$ cat src/rtl/fce_pkg.sv
// Constants and types for the flash command and erase host controller.
package fce_pkg;
	// Clock rate and documented waits, converted to clock cycles.
	localparam int          CLK_MHZ   = 10;
	localparam int          SEL_US    = 50;
	localparam int          SUSP_US   = 15;
	localparam int          ABORT_US  = 10;
	localparam int          SEL_CYC   = SEL_US * CLK_MHZ;
	localparam int          SUSP_CYC  = SUSP_US * CLK_MHZ;
	localparam int          ABORT_CYC = ABORT_US * CLK_MHZ;
	localparam int          CNT_W     = 9;
	// Command addresses on the eleven decoded address lines.
	localparam logic [10:0] ADR_UNLK1 = 11'h555;
	localparam logic [10:0] ADR_UNLK2 = 11'h2AA;
	// Command data codes.
	localparam logic [7:0]  D_UNLK1   = 8'hAA;
	localparam logic [7:0]  D_UNLK2   = 8'h55;
	localparam logic [7:0]  D_RESET   = 8'hF0;
	localparam logic [7:0]  D_AUTOSEL = 8'h90;
	localparam logic [7:0]  D_PROGRAM = 8'hA0;
	localparam logic [7:0]  D_BYPASS  = 8'h20;
	localparam logic [7:0]  D_ERASE   = 8'h80;
	localparam logic [7:0]  D_CHIP    = 8'h10;
	localparam logic [7:0]  D_BLOCK   = 8'h30;
	localparam logic [7:0]  D_SUSPEND = 8'hB0;
	localparam logic [7:0]  D_RESUME  = 8'h30;
	localparam logic [7:0]  D_BYP_END = 8'h00;
	// Status bit positions.
	localparam int          BIT_TOGGLE = 6;
	localparam int          BIT_FAIL   = 5;

	// Commands accepted on the user port.
	typedef enum logic [3:0] {
		CMD_READ      = 4'h0,
		CMD_RESET     = 4'h1,
		CMD_AUTOSEL   = 4'h2,
		CMD_PROGRAM   = 4'h3,
		CMD_BYP_ENTER = 4'h4,
		CMD_BYP_PROG  = 4'h5,
		CMD_BYP_EXIT  = 4'h6,
		CMD_CHIP      = 4'h7,
		CMD_BLOCK     = 4'h8,
		CMD_ADD_BLOCK = 4'h9,
		CMD_SUSPEND   = 4'hA,
		CMD_RESUME    = 4'hB,
		CMD_POLL      = 4'hC
	} fce_cmd_type;

	// Bus sequencer states, Gray coded along the write and read paths.
	typedef enum logic [3:0] {
		S_IDLE   = 4'h0,
		S_WR_SET = 4'h1,
		S_WR_PUL = 4'h3,
		S_WR_END = 4'h2,
		S_RD_SET = 4'h6,
		S_RD_W1  = 4'h7,
		S_RD_W2  = 4'h5,
		S_RD_CAP = 4'h4,
		S_WAIT   = 4'hC
	} fce_state_type;
endpackage

$ cat src/rtl/fce_host.sv
// Host controller that issues command sequences to a parallel flash.
`timescale 1ns/1ps
// Notes on behaviour
// Unlock addresses use only the low eleven lines; upper lines driven zero.
// Unlocked commands open with AA at 555 then 55 at 2AA.
// Unlock pair then 90 at 555 enters identification mode.
// Unlock pair, A0 at 555, then target and value programs one byte.
// Unlock pair then 20 enters bypass; only bypass program and exit allowed.
// In bypass, 90 then 00 leaves bypass mode.
// Whole-array erase: unlock, 80, unlock, 10 at 555.
// Whole-array erase skips protected blocks; all protected ends quickly.
// During whole-array erase every command is ignored; reads give status.
// Clean erase returns to read mode; an error holds status until reset.
// Erase sets all bits of unprotected affected blocks to one.
// Block erase ends with 30 at a block; repeats add further blocks.
// Erase starts 50 us after last selection; later selections are refused.
// Host must add each further block within 50 us of the previous.
// From the sixth block erase write, reads return status.
// Block erase skips protected blocks; all protected ends quickly.
// During block erase only suspend and reset are honoured.
// B0 halts the block erase within 15 us, then read mode.
// Suspend in the selection window acts at once; resume closes it.
// While suspended, other blocks read and program normally.
// Identification in suspend; a reset returns to the suspended state.
// Writing 30 while suspended resumes; suspend and resume may repeat.
// An invalid sequence returns the device to array read.
// Reset during block erase or after an error takes up to 10 us.
// Status bit 6 alternates on successive reads while busy.
// Status bit 5 is set when a program or erase fails.
module fce_host #(
	parameter int AW = 19
) (
	input  wire logic                 clk_in,
	input  wire logic                 nrst_in,
	input  wire logic                 cmd_valid_in,
	input  wire fce_pkg::fce_cmd_type cmd_code_in,
	input  wire logic [AW-1:0]        cmd_addr_in,
	input  wire logic [7:0]           cmd_data_in,
	output logic                      cmd_ready_out,
	output logic                      done_out,
	output logic                      refused_out,
	output logic                      fail_out,
	output logic                      sel_open_out,
	output logic                      suspended_out,
	output logic [7:0]                rdata_out,
	output logic [AW-1:0]             flash_addr_out,
	output logic [7:0]                flash_dq_out,
	output logic                      flash_dq_oe_out,
	input  wire logic [7:0]           flash_dq_in,
	output logic                      flash_ce_n_out,
	output logic                      flash_oe_n_out,
	output logic                      flash_we_n_out
);
	fce_pkg::fce_state_type state_q, state_d;
	fce_pkg::fce_cmd_type   cmd_q, w_cmd;
	logic [AW-1:0]          addr_q, w_addr;
	logic [7:0]             data_q, prev_q, dq_s1_q, dq_s2_q;
	logic [2:0]             step_q, len_q, w_step;
	logic [fce_pkg::CNT_W-1:0] wait_q, sel_cnt_q;
	logic byp_q, auto_q, chip_q, blk_q, susp_q, first_q, fail_q;
	logic accept, poll_end, sel_open;

	////////////////////////////////////////////////////////////////////////
	// Number of bus writes in each command.
	function automatic logic [2:0] seq_len(fce_pkg::fce_cmd_type c);
		case (c)
		fce_pkg::CMD_RESET, fce_pkg::CMD_ADD_BLOCK, fce_pkg::CMD_SUSPEND,
		fce_pkg::CMD_RESUME: seq_len = 3'd1;
		fce_pkg::CMD_BYP_PROG, fce_pkg::CMD_BYP_EXIT: seq_len = 3'd2;
		fce_pkg::CMD_AUTOSEL, fce_pkg::CMD_BYP_ENTER: seq_len = 3'd3;
		fce_pkg::CMD_PROGRAM: seq_len = 3'd4;
		fce_pkg::CMD_CHIP, fce_pkg::CMD_BLOCK: seq_len = 3'd6;
		default: seq_len = 3'd0;
		endcase
	endfunction

	// Address and data of write number s of command c.
	function automatic logic [AW+7:0] seq_word(fce_pkg::fce_cmd_type c,
			logic [2:0] s, logic [AW-1:0] a, logic [7:0] d);
		logic [AW-1:0] fa;
		logic [7:0]    fd;
		fa = AW'((s[0] ^ (s > 3'd2)) ? fce_pkg::ADR_UNLK2 : fce_pkg::ADR_UNLK1);
		fd = (s == 3'd0 || s == 3'd3) ? fce_pkg::D_UNLK1 : fce_pkg::D_UNLK2;
		case (c)
		fce_pkg::CMD_AUTOSEL: if (s == 3'd2) fd = fce_pkg::D_AUTOSEL;
		fce_pkg::CMD_BYP_ENTER: if (s == 3'd2) fd = fce_pkg::D_BYPASS;
		fce_pkg::CMD_PROGRAM: begin
			if (s == 3'd2) fd = fce_pkg::D_PROGRAM;
			if (s == 3'd3) {fa, fd} = {a, d};
		end
		fce_pkg::CMD_BYP_PROG: {fa, fd} = (s == 3'd0) ?
			{fa, fce_pkg::D_PROGRAM} : {a, d};
		fce_pkg::CMD_BYP_EXIT: fd = (s == 3'd0) ?
			fce_pkg::D_AUTOSEL : fce_pkg::D_BYP_END;
		fce_pkg::CMD_CHIP, fce_pkg::CMD_BLOCK: begin
			if (s == 3'd2) fd = fce_pkg::D_ERASE;
			if (s == 3'd5 && c == fce_pkg::CMD_CHIP) fd = fce_pkg::D_CHIP;
			if (s == 3'd5 && c == fce_pkg::CMD_BLOCK) begin
				{fa, fd} = {a, fce_pkg::D_BLOCK};
			end
		end
		fce_pkg::CMD_ADD_BLOCK: {fa, fd} = {a, fce_pkg::D_BLOCK};
		fce_pkg::CMD_SUSPEND: fd = fce_pkg::D_SUSPEND;
		fce_pkg::CMD_RESUME: fd = fce_pkg::D_RESUME;
		fce_pkg::CMD_RESET: fd = fce_pkg::D_RESET;
		default: fd = fd;
		endcase
		seq_word = {fa, fd};
	endfunction

	// Commands that are legal in the present device mode.
	function automatic logic cmd_ok(fce_pkg::fce_cmd_type c, logic so);
		if (fail_q)
			cmd_ok = c inside {fce_pkg::CMD_RESET, fce_pkg::CMD_READ};
		else if (chip_q)
			cmd_ok = 1'b0;
		else if (susp_q)
			cmd_ok = c inside {fce_pkg::CMD_READ, fce_pkg::CMD_PROGRAM,
				fce_pkg::CMD_AUTOSEL, fce_pkg::CMD_RESUME,
				fce_pkg::CMD_RESET};
		else if (blk_q)
			cmd_ok = c inside {fce_pkg::CMD_POLL, fce_pkg::CMD_SUSPEND,
				fce_pkg::CMD_RESET, fce_pkg::CMD_READ} ||
				(c == fce_pkg::CMD_ADD_BLOCK && so);
		else if (byp_q)
			cmd_ok = c inside {fce_pkg::CMD_BYP_PROG, fce_pkg::CMD_BYP_EXIT,
				fce_pkg::CMD_READ};
		else
			cmd_ok = !(c inside {fce_pkg::CMD_BYP_PROG, fce_pkg::CMD_BYP_EXIT,
				fce_pkg::CMD_ADD_BLOCK, fce_pkg::CMD_SUSPEND,
				fce_pkg::CMD_RESUME, fce_pkg::CMD_POLL});
	endfunction

	////////////////////////////////////////////////////////////////////////
	// Handshake decode and the step that the next write will use.
	assign sel_open = blk_q && !susp_q && (sel_cnt_q < fce_pkg::CNT_W'(fce_pkg::SEL_CYC));
	// A process, so that the mode flags read inside cmd_ok wake it up too.
	always_comb begin
		accept = state_q == fce_pkg::S_IDLE && cmd_valid_in &&
			cmd_ok(cmd_code_in, sel_open);
	end
	assign poll_end = state_q == fce_pkg::S_RD_CAP &&
		state_d == fce_pkg::S_IDLE && cmd_q != fce_pkg::CMD_READ;
	assign cmd_ready_out = state_q == fce_pkg::S_IDLE;
	assign sel_open_out  = sel_open;
	assign suspended_out = susp_q;
	assign fail_out      = fail_q;
	assign w_cmd  = (state_q == fce_pkg::S_IDLE) ? cmd_code_in : cmd_q;
	assign w_addr = (state_q == fce_pkg::S_IDLE) ? cmd_addr_in : addr_q;
	assign w_step = (state_q == fce_pkg::S_IDLE) ? 3'd0 : step_q + 3'd1;

	// Next state of the bus sequencer.
	always_comb begin
		state_d = state_q;
		case (state_q)
		fce_pkg::S_IDLE: begin
			if (accept)
				state_d = (seq_len(cmd_code_in) != 3'd0) ?
					fce_pkg::S_WR_SET : fce_pkg::S_RD_SET;
		end
		fce_pkg::S_WR_SET: state_d = fce_pkg::S_WR_PUL;
		fce_pkg::S_WR_PUL: state_d = fce_pkg::S_WR_END;
		fce_pkg::S_WR_END: begin
			if (step_q != len_q - 3'd1)
				state_d = fce_pkg::S_WR_SET;
			else if (cmd_q inside {fce_pkg::CMD_PROGRAM, fce_pkg::CMD_BYP_PROG,
					fce_pkg::CMD_CHIP})
				state_d = fce_pkg::S_RD_SET;
			else if (cmd_q inside {fce_pkg::CMD_SUSPEND, fce_pkg::CMD_RESET})
				state_d = fce_pkg::S_WAIT;
			else
				state_d = fce_pkg::S_IDLE;
		end
		fce_pkg::S_RD_SET: state_d = fce_pkg::S_RD_W1;
		fce_pkg::S_RD_W1:  state_d = fce_pkg::S_RD_W2;
		fce_pkg::S_RD_W2:  state_d = fce_pkg::S_RD_CAP;
		fce_pkg::S_RD_CAP: begin
			if (cmd_q == fce_pkg::CMD_READ || (!first_q &&
					(prev_q[fce_pkg::BIT_TOGGLE] == dq_s2_q[fce_pkg::BIT_TOGGLE] ||
					(prev_q[fce_pkg::BIT_FAIL] && dq_s2_q[fce_pkg::BIT_FAIL]))))
				state_d = fce_pkg::S_IDLE;
			else
				state_d = fce_pkg::S_RD_SET;
		end
		fce_pkg::S_WAIT: begin
			if (wait_q == '0)
				state_d = fce_pkg::S_IDLE;
		end
		default: state_d = fce_pkg::S_IDLE;
		endcase
	end

	// Sequencer state and per-command bookkeeping.
	always_ff @(posedge clk_in or negedge nrst_in) begin
		if (!nrst_in) begin
			state_q <= fce_pkg::S_IDLE;
			cmd_q   <= fce_pkg::CMD_READ;
			addr_q  <= '0;
			data_q  <= 8'h00;
			len_q   <= 3'd0;
			step_q  <= 3'd0;
			first_q <= 1'b1;
			prev_q  <= 8'h00;
			wait_q  <= '0;
		end else begin
			state_q <= state_d;
			if (accept) begin
				cmd_q   <= cmd_code_in;
				addr_q  <= cmd_addr_in;
				data_q  <= cmd_data_in;
				len_q   <= seq_len(cmd_code_in);
				step_q  <= 3'd0;
				first_q <= 1'b1;
			end
			if (state_q == fce_pkg::S_WR_END)
				step_q <= step_q + 3'd1;
			if (state_q == fce_pkg::S_RD_CAP) begin
				first_q <= 1'b0;
				prev_q  <= dq_s2_q;
			end
			if (state_q == fce_pkg::S_WR_END && state_d == fce_pkg::S_WAIT)
				wait_q <= (cmd_q == fce_pkg::CMD_SUSPEND) ?
					fce_pkg::CNT_W'(fce_pkg::SUSP_CYC - 1) :
					fce_pkg::CNT_W'(fce_pkg::ABORT_CYC - 1);
			else if (state_q == fce_pkg::S_WAIT)
				wait_q <= wait_q - 1'b1;
		end
	end

	// Device mode as the host tracks it, plus the error flag.
	always_ff @(posedge clk_in or negedge nrst_in) begin
		if (!nrst_in) begin
			{byp_q, auto_q, chip_q, blk_q, susp_q, fail_q} <= 6'h00;
		end else if (accept) begin
			case (cmd_code_in)
			fce_pkg::CMD_BYP_ENTER: byp_q <= 1'b1;
			fce_pkg::CMD_BYP_EXIT:  byp_q <= 1'b0;
			fce_pkg::CMD_AUTOSEL:   auto_q <= 1'b1;
			fce_pkg::CMD_CHIP:      chip_q <= 1'b1;
			fce_pkg::CMD_BLOCK:     blk_q <= 1'b1;
			fce_pkg::CMD_SUSPEND:   susp_q <= 1'b1;
			fce_pkg::CMD_RESUME:    susp_q <= 1'b0;
			fce_pkg::CMD_RESET: begin
				auto_q <= 1'b0;
				fail_q <= 1'b0;
				if (!(susp_q && auto_q))
					{chip_q, blk_q, susp_q} <= 3'b000;
			end
			default: fail_q <= fail_q;
			endcase
		end else if (poll_end) begin
			if (dq_s2_q[fce_pkg::BIT_FAIL] && prev_q[fce_pkg::BIT_FAIL] &&
					prev_q[fce_pkg::BIT_TOGGLE] != dq_s2_q[fce_pkg::BIT_TOGGLE])
				fail_q <= 1'b1;
			else if (cmd_q inside {fce_pkg::CMD_CHIP, fce_pkg::CMD_POLL})
				{chip_q, blk_q} <= 2'b00;
		end
	end

	// Selection window counter, restarted by each block selection.
	always_ff @(posedge clk_in or negedge nrst_in) begin
		if (!nrst_in)
			sel_cnt_q <= fce_pkg::CNT_W'(fce_pkg::SEL_CYC);
		else if (accept && cmd_code_in inside {fce_pkg::CMD_BLOCK,
				fce_pkg::CMD_ADD_BLOCK})
			sel_cnt_q <= '0;
		else if (accept && cmd_code_in inside {fce_pkg::CMD_SUSPEND,
				fce_pkg::CMD_RESUME})
			sel_cnt_q <= fce_pkg::CNT_W'(fce_pkg::SEL_CYC);
		else if (sel_cnt_q != fce_pkg::CNT_W'(fce_pkg::SEL_CYC))
			sel_cnt_q <= sel_cnt_q + 1'b1;
	end

	////////////////////////////////////////////////////////////////////////
	// Flash pins, all from flip-flops loaded from the next state.
	always_ff @(posedge clk_in or negedge nrst_in) begin
		if (!nrst_in) begin
			flash_ce_n_out  <= 1'b1;
			flash_oe_n_out  <= 1'b1;
			flash_we_n_out  <= 1'b1;
			flash_dq_oe_out <= 1'b0;
			flash_addr_out  <= '0;
			flash_dq_out    <= 8'h00;
		end else begin
			flash_ce_n_out  <= state_d inside {fce_pkg::S_IDLE, fce_pkg::S_WAIT};
			// Output enable rises between polls, so each is a new bus read.
			flash_oe_n_out  <= !(state_d inside {fce_pkg::S_RD_W1,
				fce_pkg::S_RD_W2, fce_pkg::S_RD_CAP});
			flash_we_n_out  <= state_d != fce_pkg::S_WR_PUL;
			flash_dq_oe_out <= state_d inside {fce_pkg::S_WR_SET,
				fce_pkg::S_WR_PUL, fce_pkg::S_WR_END};
			if (state_d == fce_pkg::S_WR_SET)
				{flash_addr_out, flash_dq_out} <=
					seq_word(w_cmd, w_step, w_addr, cmd_data_in ^ data_q ^
					((state_q == fce_pkg::S_IDLE) ? data_q : cmd_data_in));
			else if (state_d == fce_pkg::S_RD_SET)
				flash_addr_out <= w_addr;
		end
	end

	// Read data passes two flip-flops before any logic looks at it.
	always_ff @(posedge clk_in or negedge nrst_in) begin
		if (!nrst_in) begin
			dq_s1_q     <= 8'h00;
			dq_s2_q     <= 8'h00;
			rdata_out   <= 8'h00;
			done_out    <= 1'b0;
			refused_out <= 1'b0;
		end else begin
			dq_s1_q     <= flash_dq_in;
			dq_s2_q     <= dq_s1_q;
			done_out    <= state_q != fce_pkg::S_IDLE && state_d == fce_pkg::S_IDLE;
			refused_out <= state_q == fce_pkg::S_IDLE && cmd_valid_in && !accept;
			if (state_q == fce_pkg::S_RD_CAP)
				rdata_out <= dq_s2_q;
		end
	end
endmodule

$ cat config.mk
export PLATFORM = sky130hd
export DESIGN_NAME = fce_host
export DESIGN_NICKNAME = d
export VERILOG_FILES = /design/src/rtl/fce_pkg.sv /design/src/rtl/fce_host.sv
export SDC_FILE = /design/constraint.sdc
export NUM_CORES = 1
export LEC_CHECK = 0
export BUFFER_PORTS_ARGS = -buffer_cell sky130_fd_sc_hd__buf_2
export CAP_MARGIN = 0
export CORE_MARGIN = 2
export CORE_UTILIZATION = 50
export CTS_BUF_LIST = sky130_fd_sc_hd__clkbuf_2 sky130_fd_sc_hd__clkbuf_4 sky130_fd_sc_hd__clkbuf_8
export CTS_CLUSTER_DIAMETER = 150
export CTS_CLUSTER_SIZE = 14
export DETAILED_ROUTE_END_ITERATION = 10
export GPL_TIMING_DRIVEN = 0
export PLACE_DENSITY = 0.71
export REMOVE_ABC_BUFFERS = 1
export SYNTH_ARGS = -nofsm -noshare
export SYNTH_HDL_FRONTEND = slang
export SYNTH_SLANG_ARGS = --single-unit
$ cat constraint.sdc
create_clock -name clk_in -period 6.5 [get_ports clk_in]
set_clock_uncertainty 0.05 [all_clocks]
set_input_delay 1.3 -clock clk_in [delete_from_list [all_inputs] [get_ports clk_in]]
set_output_delay 1.3 -clock clk_in [all_outputs]
set_load 0.05 [all_outputs]
Word-level counts from Yosys, hierarchy flattened
Memories as Yosys holds them, arrays and structs flattened. A register that Yosys moved wholly into a read port is not among the register bits.
Cells that the tools add are included.
W data, S select, Z words.
{"block": "totals", "rom_bits": 96, "input_bits": 42, "register_bits": 120, "elab_cells": 225, "n_memories": 2, "output_inout_bits": 45}
{"memory": "(no name shown)", "words": 16, "width": 3, "read_ports": 1, "rd_ports_with_merged_regs": 1, "write_ports": 0, "line_no": "fce_host.sv:66", "source": "case (c)"}
{"memory": "(no name shown)", "words": 16, "width": 3, "read_ports": 1, "rd_ports_with_merged_regs": 0, "write_ports": 0, "line_no": "fce_host.sv:66"}
{"block": "classes", "add_sub_neg": 4, "n_eq_ne": 59, "n_lt_le_gt_ge": 2, "mux": 61, "bitwise": 3, "n_reduce_logical": 69}
{"cell": "$mux W19", "n": 5}
{"cell": "$mux W8", "n": 11}
{"cell": "$pmux W19 S4", "n": 1}
{"cell": "$eq A4 B3 Y1 const B", "n": 18}
{"cell": "$pmux W8 S9", "n": 1}
{"cell": "$eq A4 B4 Y1 const B", "n": 13}
{"cell": "$mux W9", "n": 5}
{"cell": "$eq A4 B2 Y1 const B", "n": 9}
{"cell": "$pmux W4 S9", "n": 1}
{"cell": "$reduce_bool A2 Y1", "n": 15}
{"cell": "$mux W27", "n": 1}
{"cell": "$mux W4", "n": 6}
{"cell": "$mux W3", "n": 7}
{"cell": "$reduce_bool A3 Y1", "n": 7}
{"cell": "$eq A4 B1 Y1 const B", "n": 5}
{"cell": "$logic_and A1 B1 Y1", "n": 18}
{"cell": "$mux W1", "n": 17}
{"cell": "$logic_not A4 Y1", "n": 4}
{"cell": "$xor A8 B8 Y8", "n": 2}
{"cell": "$reduce_bool A4 Y1", "n": 3}
{"cell": "$mux W11", "n": 1}
{"cell": "$reduce_and A5 Y1", "n": 2}
{"cell": "$add A9 B1 Y9 const B", "n": 1}
{"cell": "$logic_not A9 Y1", "n": 1}
{"cell": "27 further kinds", "n": 44}

Longest topological paths before layout
{"block": "depth", "depth_word": 21, "mapped_depth": 13, "depth_no_buf": 9}

Worst setup path after synthesis
No wires, ideal clock.
{"block": "synth_path", "path_kind": "input -> register", "from": "input cmd_code_in[1]", "to": "register flash_addr_out[10]", "required_ns": 6.324, "arrival_ns": 3.862, "n_path_buf": 2, "setup_ns": 0.126, "path_slack_ns": 2.462, "cell_stages": 11, "path_cell_list": "clkbuf_1 -> inv_1 -> ha_1 -> or2_2 -> a311o_1 -> a21oi_1 -> or4_1 -> and4_1 -> clkbuf_1 -> o32ai_1 -> a221o_1"}
{"block": "synth_via", "elab_chain_cells": 13, "word_cells_on_any_way": 45, "classes_between": "eq/ne (16); mux (14); reduce/logical (14); memory (1)"}
{"element": "from (decl)", "line_no": "fce_host.sv:36", "source": "input wire fce_pkg::fce_cmd_type cmd_code_in,"}
{"element": "$eq A4 B3 Y1 (tied with other cells)", "line_no": "fce_host.sv:126, fce_host.sv:129"}
{"element": "$reduce_bool A6 Y1", "line_no": "fce_host.sv:129", "source": "cmd_ok = !(c inside {fce_pkg::CMD_BYP_PROG, fce_pkg::CMD_BYP_EXIT,"}
{"element": "$logic_not A1 Y1", "line_no": "fce_host.sv:129"}
{"element": "$mux W1", "line_no": "fce_host.sv:125", "source": "else if (byp_q)"}
{"element": "$mux W1", "line_no": "fce_host.sv:121", "source": "else if (blk_q)"}
{"element": "$mux W1", "line_no": "fce_host.sv:117", "source": "else if (susp_q)"}
{"element": "$mux W1", "line_no": "fce_host.sv:115", "source": "else if (chip_q)"}
{"element": "$mux W1", "line_no": "fce_host.sv:113", "source": "if (fail_q)"}
{"element": "$logic_and A1 B1 Y1", "line_no": "fce_host.sv:139", "source": "accept = state_q == fce_pkg::S_IDLE && cmd_valid_in &&"}
{"element": "$mux W4", "line_no": "fce_host.sv:157", "source": "if (accept)"}
{"element": "$pmux W4 S9", "line_no": "fce_host.sv:155", "source": "case (state_q)"}
{"element": "$eq A4 B1 Y1 or $eq A4 B3 Y1 (tied branches)", "line_no": "fce_host.sv:292, fce_host.sv:296"}
{"element": "$mux W19 or $reduce_bool A2 Y1 (tied branches)"}
{"element": "to (signal assigned)", "line_no": "fce_host.sv:293", "source": "{flash_addr_out, flash_dq_out} <="}
{"element": "to (signal assigned)", "line_no": "fce_host.sv:297", "source": "flash_addr_out <= w_addr;"}
{"element": "to (decl)", "line_no": "fce_host.sv:46", "source": "output logic [AW-1:0] flash_addr_out,"}
Several ways; a longest one is shown, not always the timed one. The select of a mux whose other input is x is not followed.
A chain may end at the register's enable or synchronous reset.

Final worst setup path
{"block": "layout_path", "from": "register state_q[3]", "to": "register sel_cnt_q[8] (netlist name)"}
{"block": "layout_via", "elab_chain_cells": 6, "word_cells_on_any_way": 8, "classes_between": "mux (2); reduce/logical (6)"}
{"element": "from (decl)", "line_no": "fce_host.sv:54", "source": "fce_pkg::fce_state_type state_q, state_d;"}
{"element": "from (signal assigned)", "line_no": "fce_host.sv:196", "source": "state_q <= fce_pkg::S_IDLE;"}
{"element": "from (signal assigned)", "line_no": "fce_host.sv:206", "source": "state_q <= state_d;"}
{"element": "$logic_not A4 Y1 (*)", "line_no": "fce_host.sv:139"}
{"element": "$logic_and A1 B1 Y1 (*) (2 in a row)", "line_no": "fce_host.sv:139"}
{"element": "$logic_and A1 B1 Y1", "line_no": "fce_host.sv:267", "source": "else if (accept && cmd_code_in inside {fce_pkg::CMD_SUSPEND,"}
{"element": "$mux W9", "line_no": "fce_host.sv:267"}
{"element": "$mux W9", "line_no": "fce_host.sv:264", "source": "else if (accept && cmd_code_in inside {fce_pkg::CMD_BLOCK,"}
{"element": "to (signal assigned)", "line_no": "fce_host.sv:263", "source": "sel_cnt_q <= fce_pkg::CNT_W'(fce_pkg::SEL_CYC);"}
{"element": "to (signal assigned)", "line_no": "fce_host.sv:269", "source": "sel_cnt_q <= fce_pkg::CNT_W'(fce_pkg::SEL_CYC);"}
{"element": "to (signal assigned)", "line_no": "fce_host.sv:271", "source": "sel_cnt_q <= sel_cnt_q + 1'b1;"}
{"element": "to (decl)", "line_no": "fce_host.sv:59", "source": "logic [fce_pkg::CNT_W-1:0] wait_q, sel_cnt_q;"}
Every way passes the cells marked *; elsewhere a longest branch is shown, timed or not.

==> results.cfg <==
[outcome]
outcome = completed

[route]
vias = 5886
wire_per_inst_um = 16.8
drc_errors = 0
ant_nets = 0
drtPass1Iterations = 5
drt_iter0_markers = 396
routed_via_density = 5.87
totalWireLength_um = 16800

[timing]
setup_violations = 0
rsz0062_at_grt = no
setup_ws_ns = 1.46
fmax_mhz = 199
layout_min_cycle_time_ns = 5.04
max_slew_margin_pct = 11.4
report.final.slew_viol_count = 0
hold_slack_ns = 0.302
finalCritPeriodShare_pct = 77.5
fin_tns_setup_ns = 0
final-hold-violation-count = 0
tightest_slew_ns = 1.33

[final_layout]
area_delta_synth_final_pct = 13.7
final_cell_mix = 154 x nand2_1, 113 x dfrtp_1, 85 x buf_2, 50 x nor2_1, 42 x a21oi_1
drive_gt1_share_pct = 20.0
diodes = 0
layout_commonest_cell = nand2_1
finalNetCount = 865

[critical_path]
reg2reg_depth = 7
critical_path.startpoint = state_q[3]$_DFF_PN0_
cp_common_cell = or4_1
r2r_start = state_q[3]$_DFF_PN0_
critPathCaptureType = register
start_kind = register
cp_slowest_cell = or4_1
r2r_end = sel_cnt_q[8]$_DFFE_PN1P_
crit_fanout = 49
regToRegSetupSlack_ns = 1.46
cp_data_arrival_time_ns = 5.36
critical_path_class = register to register
slowest_delay_ns = 1.14
critical_path.cell_chain = or4_1 > inv_2 > nand3_1 > or4_1 > nand2_2 > a31oi_1 > a21oi_1
worstPathRequired_ns = 6.82

[place]
dp_hpwl_um = 11800
port-buffer-count = 86
pre_cts_ws_ns = 1.45
place_congestion = 0.913

[clocking]
cts_resized = 0
cts-root-buf = clkbuf_8
ctsHoldBuffers = 0
clkSinkCount = 123
numCtsBuffers = 17
clkTransAtPathRegs_ns = 0.08
htree_levels = 4
clkLatencyLatePin_ns = 0.45
tritoncts = yes
clockBufferDepth = 2
post_cts_buffers = 0

[logic_synthesis]
synth.distinct_cells = 80
synth_cells = 747
async_flop_share_pct = 100
ys.flop_type = dfrtp_1
yosys_warnings = 0
synth-edff-count = 0
synth-seq-cells = 123
ys_seq_area_share_pct = 45.7
syn_area_per_cell_um2 = 9.06
synth_area_um2 = 6770

[hold_path]
whs_endpoint = dq_s2_q[7]$_DFF_PN0_
holdPathStages = 0
hold_class = register to register
min_from = dq_s1_q[7]$_DFF_PN0_

[die]
num_rows = 42
pin_count = 87
die_width_um = 120
core_area_um2 = 13200
die_y_um = 120
dieArea_um2 = 14500
start_util_pct = 51.1

[pwr]
p_total_mw = 4.63
power_density_nw_per_um2 = 601
vdd_drop_max_uv = 331
p_leak_nw = 3.52

[global_route]
grt.total_usage_pct = 24.4
overflow = 0
grt_pass1_vias = 5648
grt_max_degree = 69
grt_pass1_wl_um = 28000
antenna_found_initial = 0

[job]
cap_violations = 0
==> synthesized netlist by cell type, drive strengths merged, types with 6 or more instances <==
cell | n | area, um^2
dfstp | 10 | 263
a22o | 7 | 61.3
mux2i | 17 | 170
clkbuf | 24 | 91.3
nor3 | 19 | 95.1
o211ai | 6 | 45.0
nor4bb | 6 | 60.1
nand3 | 16 | 92.6
or2 | 8 | 52.6
nor3b | 6 | 50.1
o22ai | 8 | 56.3
inv | 22 | 82.6
xor2 | 7 | 61.3
nand2 | 156 | 593
a31oi | 12 | 75.1
buf | 18 | 96.3
a21oi | 44 | 235
o31ai | 6 | 45.0
dfrtp | 113 | 2830
nor2b | 7 | 43.8
a211oi | 9 | 82.6
ha | 10 | 125
nor2 | 52 | 198
a221o | 8 | 80.1
xnor2 | 13 | 114
and2 | 7 | 43.8
nand2b | 8 | 50.1
o21ai | 41 | 205
mux2 | 12 | 135
==> cell type report <==
class                   count  area (um^2)
multi-input cells         560         3420
clock buffers              17          234
inverters                  22         82.6
fillers                  1190         5550
repair buffers             89          492
flip-flops and latches    123         3090
clock inverters            15          153
well taps                 176          220
==> registers in the layout, indices dropped and copies added, names as in the netlist, 8 cells and up <==
name and cells:
wait_q 9, sel_cnt_q 9, data_q 8, flash_dq_out 8
rdata_out 8, dq_s2_q 8, dq_s1_q 8, addr_q 19
flash_addr_out 19
==> critical path, delay by kind of cell (launching register included) <==
| kind | cells | cell delay (ns) |
|---|---|---|
| AO/OA/AOI/OAI | 2 | 0.64 |
| flip-flops | 1 | 0.47 |
| AND/OR/NAND/NOR | 4 | 2.77 |
| buffers and inverters | 1 | 1.00 |
==> routing by layer <==
layer  track usage (%)  part of all wire (%)  up-vias  routed length (um)
met5                 0                     0        -                   0
met4              9.96                   2.4        0                 397
met3              4.86                   5.3       35                 888
met2              38.6                    48      185                8160
met1              33.0                    44     2865                7400
li1                  -                     -     2801                   -
==> stage by stage <==
| stage | utilization, % | instances | instance area (um^2) |
|---|---|---|---|
| after CTS | 58.1 | 1002 | 7690 |
| after global routing | 58.1 | 1002 | 7690 |
| after floorplan | - | 705 | 6580 |
| after global placement | 54.6 | 967 | 7230 |
| after detailed placement | 55.2 | 970 | 7310 |
| final | 58.1 | 1002 | 7690 |
==> worst max-delay path by stage <==
stage	depth (start not counted)	end	slack, ns
after floorplan	9	suspended_out$_DFFE_PN0P_	2.11
after global placement	8	suspended_out$_DFFE_PN0P_	0.36
after detailed placement	8	sel_cnt_q[8]$_DFFE_PN1P_	1.45
after CTS	7	sel_cnt_q[8]$_DFFE_PN1P_	1.50
after global routing	7	sel_cnt_q[8]$_DFFE_PN1P_	1.14
final	7	sel_cnt_q[8]$_DFFE_PN1P_	1.46
==> logic make-up (layout without fill, tap and decap cells) <==
logic type,count (synthesis),after routing,share of synthesized area (%)
mux,29,29,4.51
simple gates,315,315,22.4
fa+ha+maj,10,10,1.85
compound gates,185,185,18.7
buf+inv,64,143,3.99
xor+xnor,21,21,2.94
flops,123,123,45.7
==> where the power goes <==
part / leakage [nW] / internal [mW] / switching (mW)
clock: 0.191 / 0.314 / 0.353
sequential: 1.52 / 1.10 / 0.284
combinational: 1.81 / 0.864 / 1.71
total: 3.52 / 2.28 / 2.35
(Power assumes the default switching activity.)
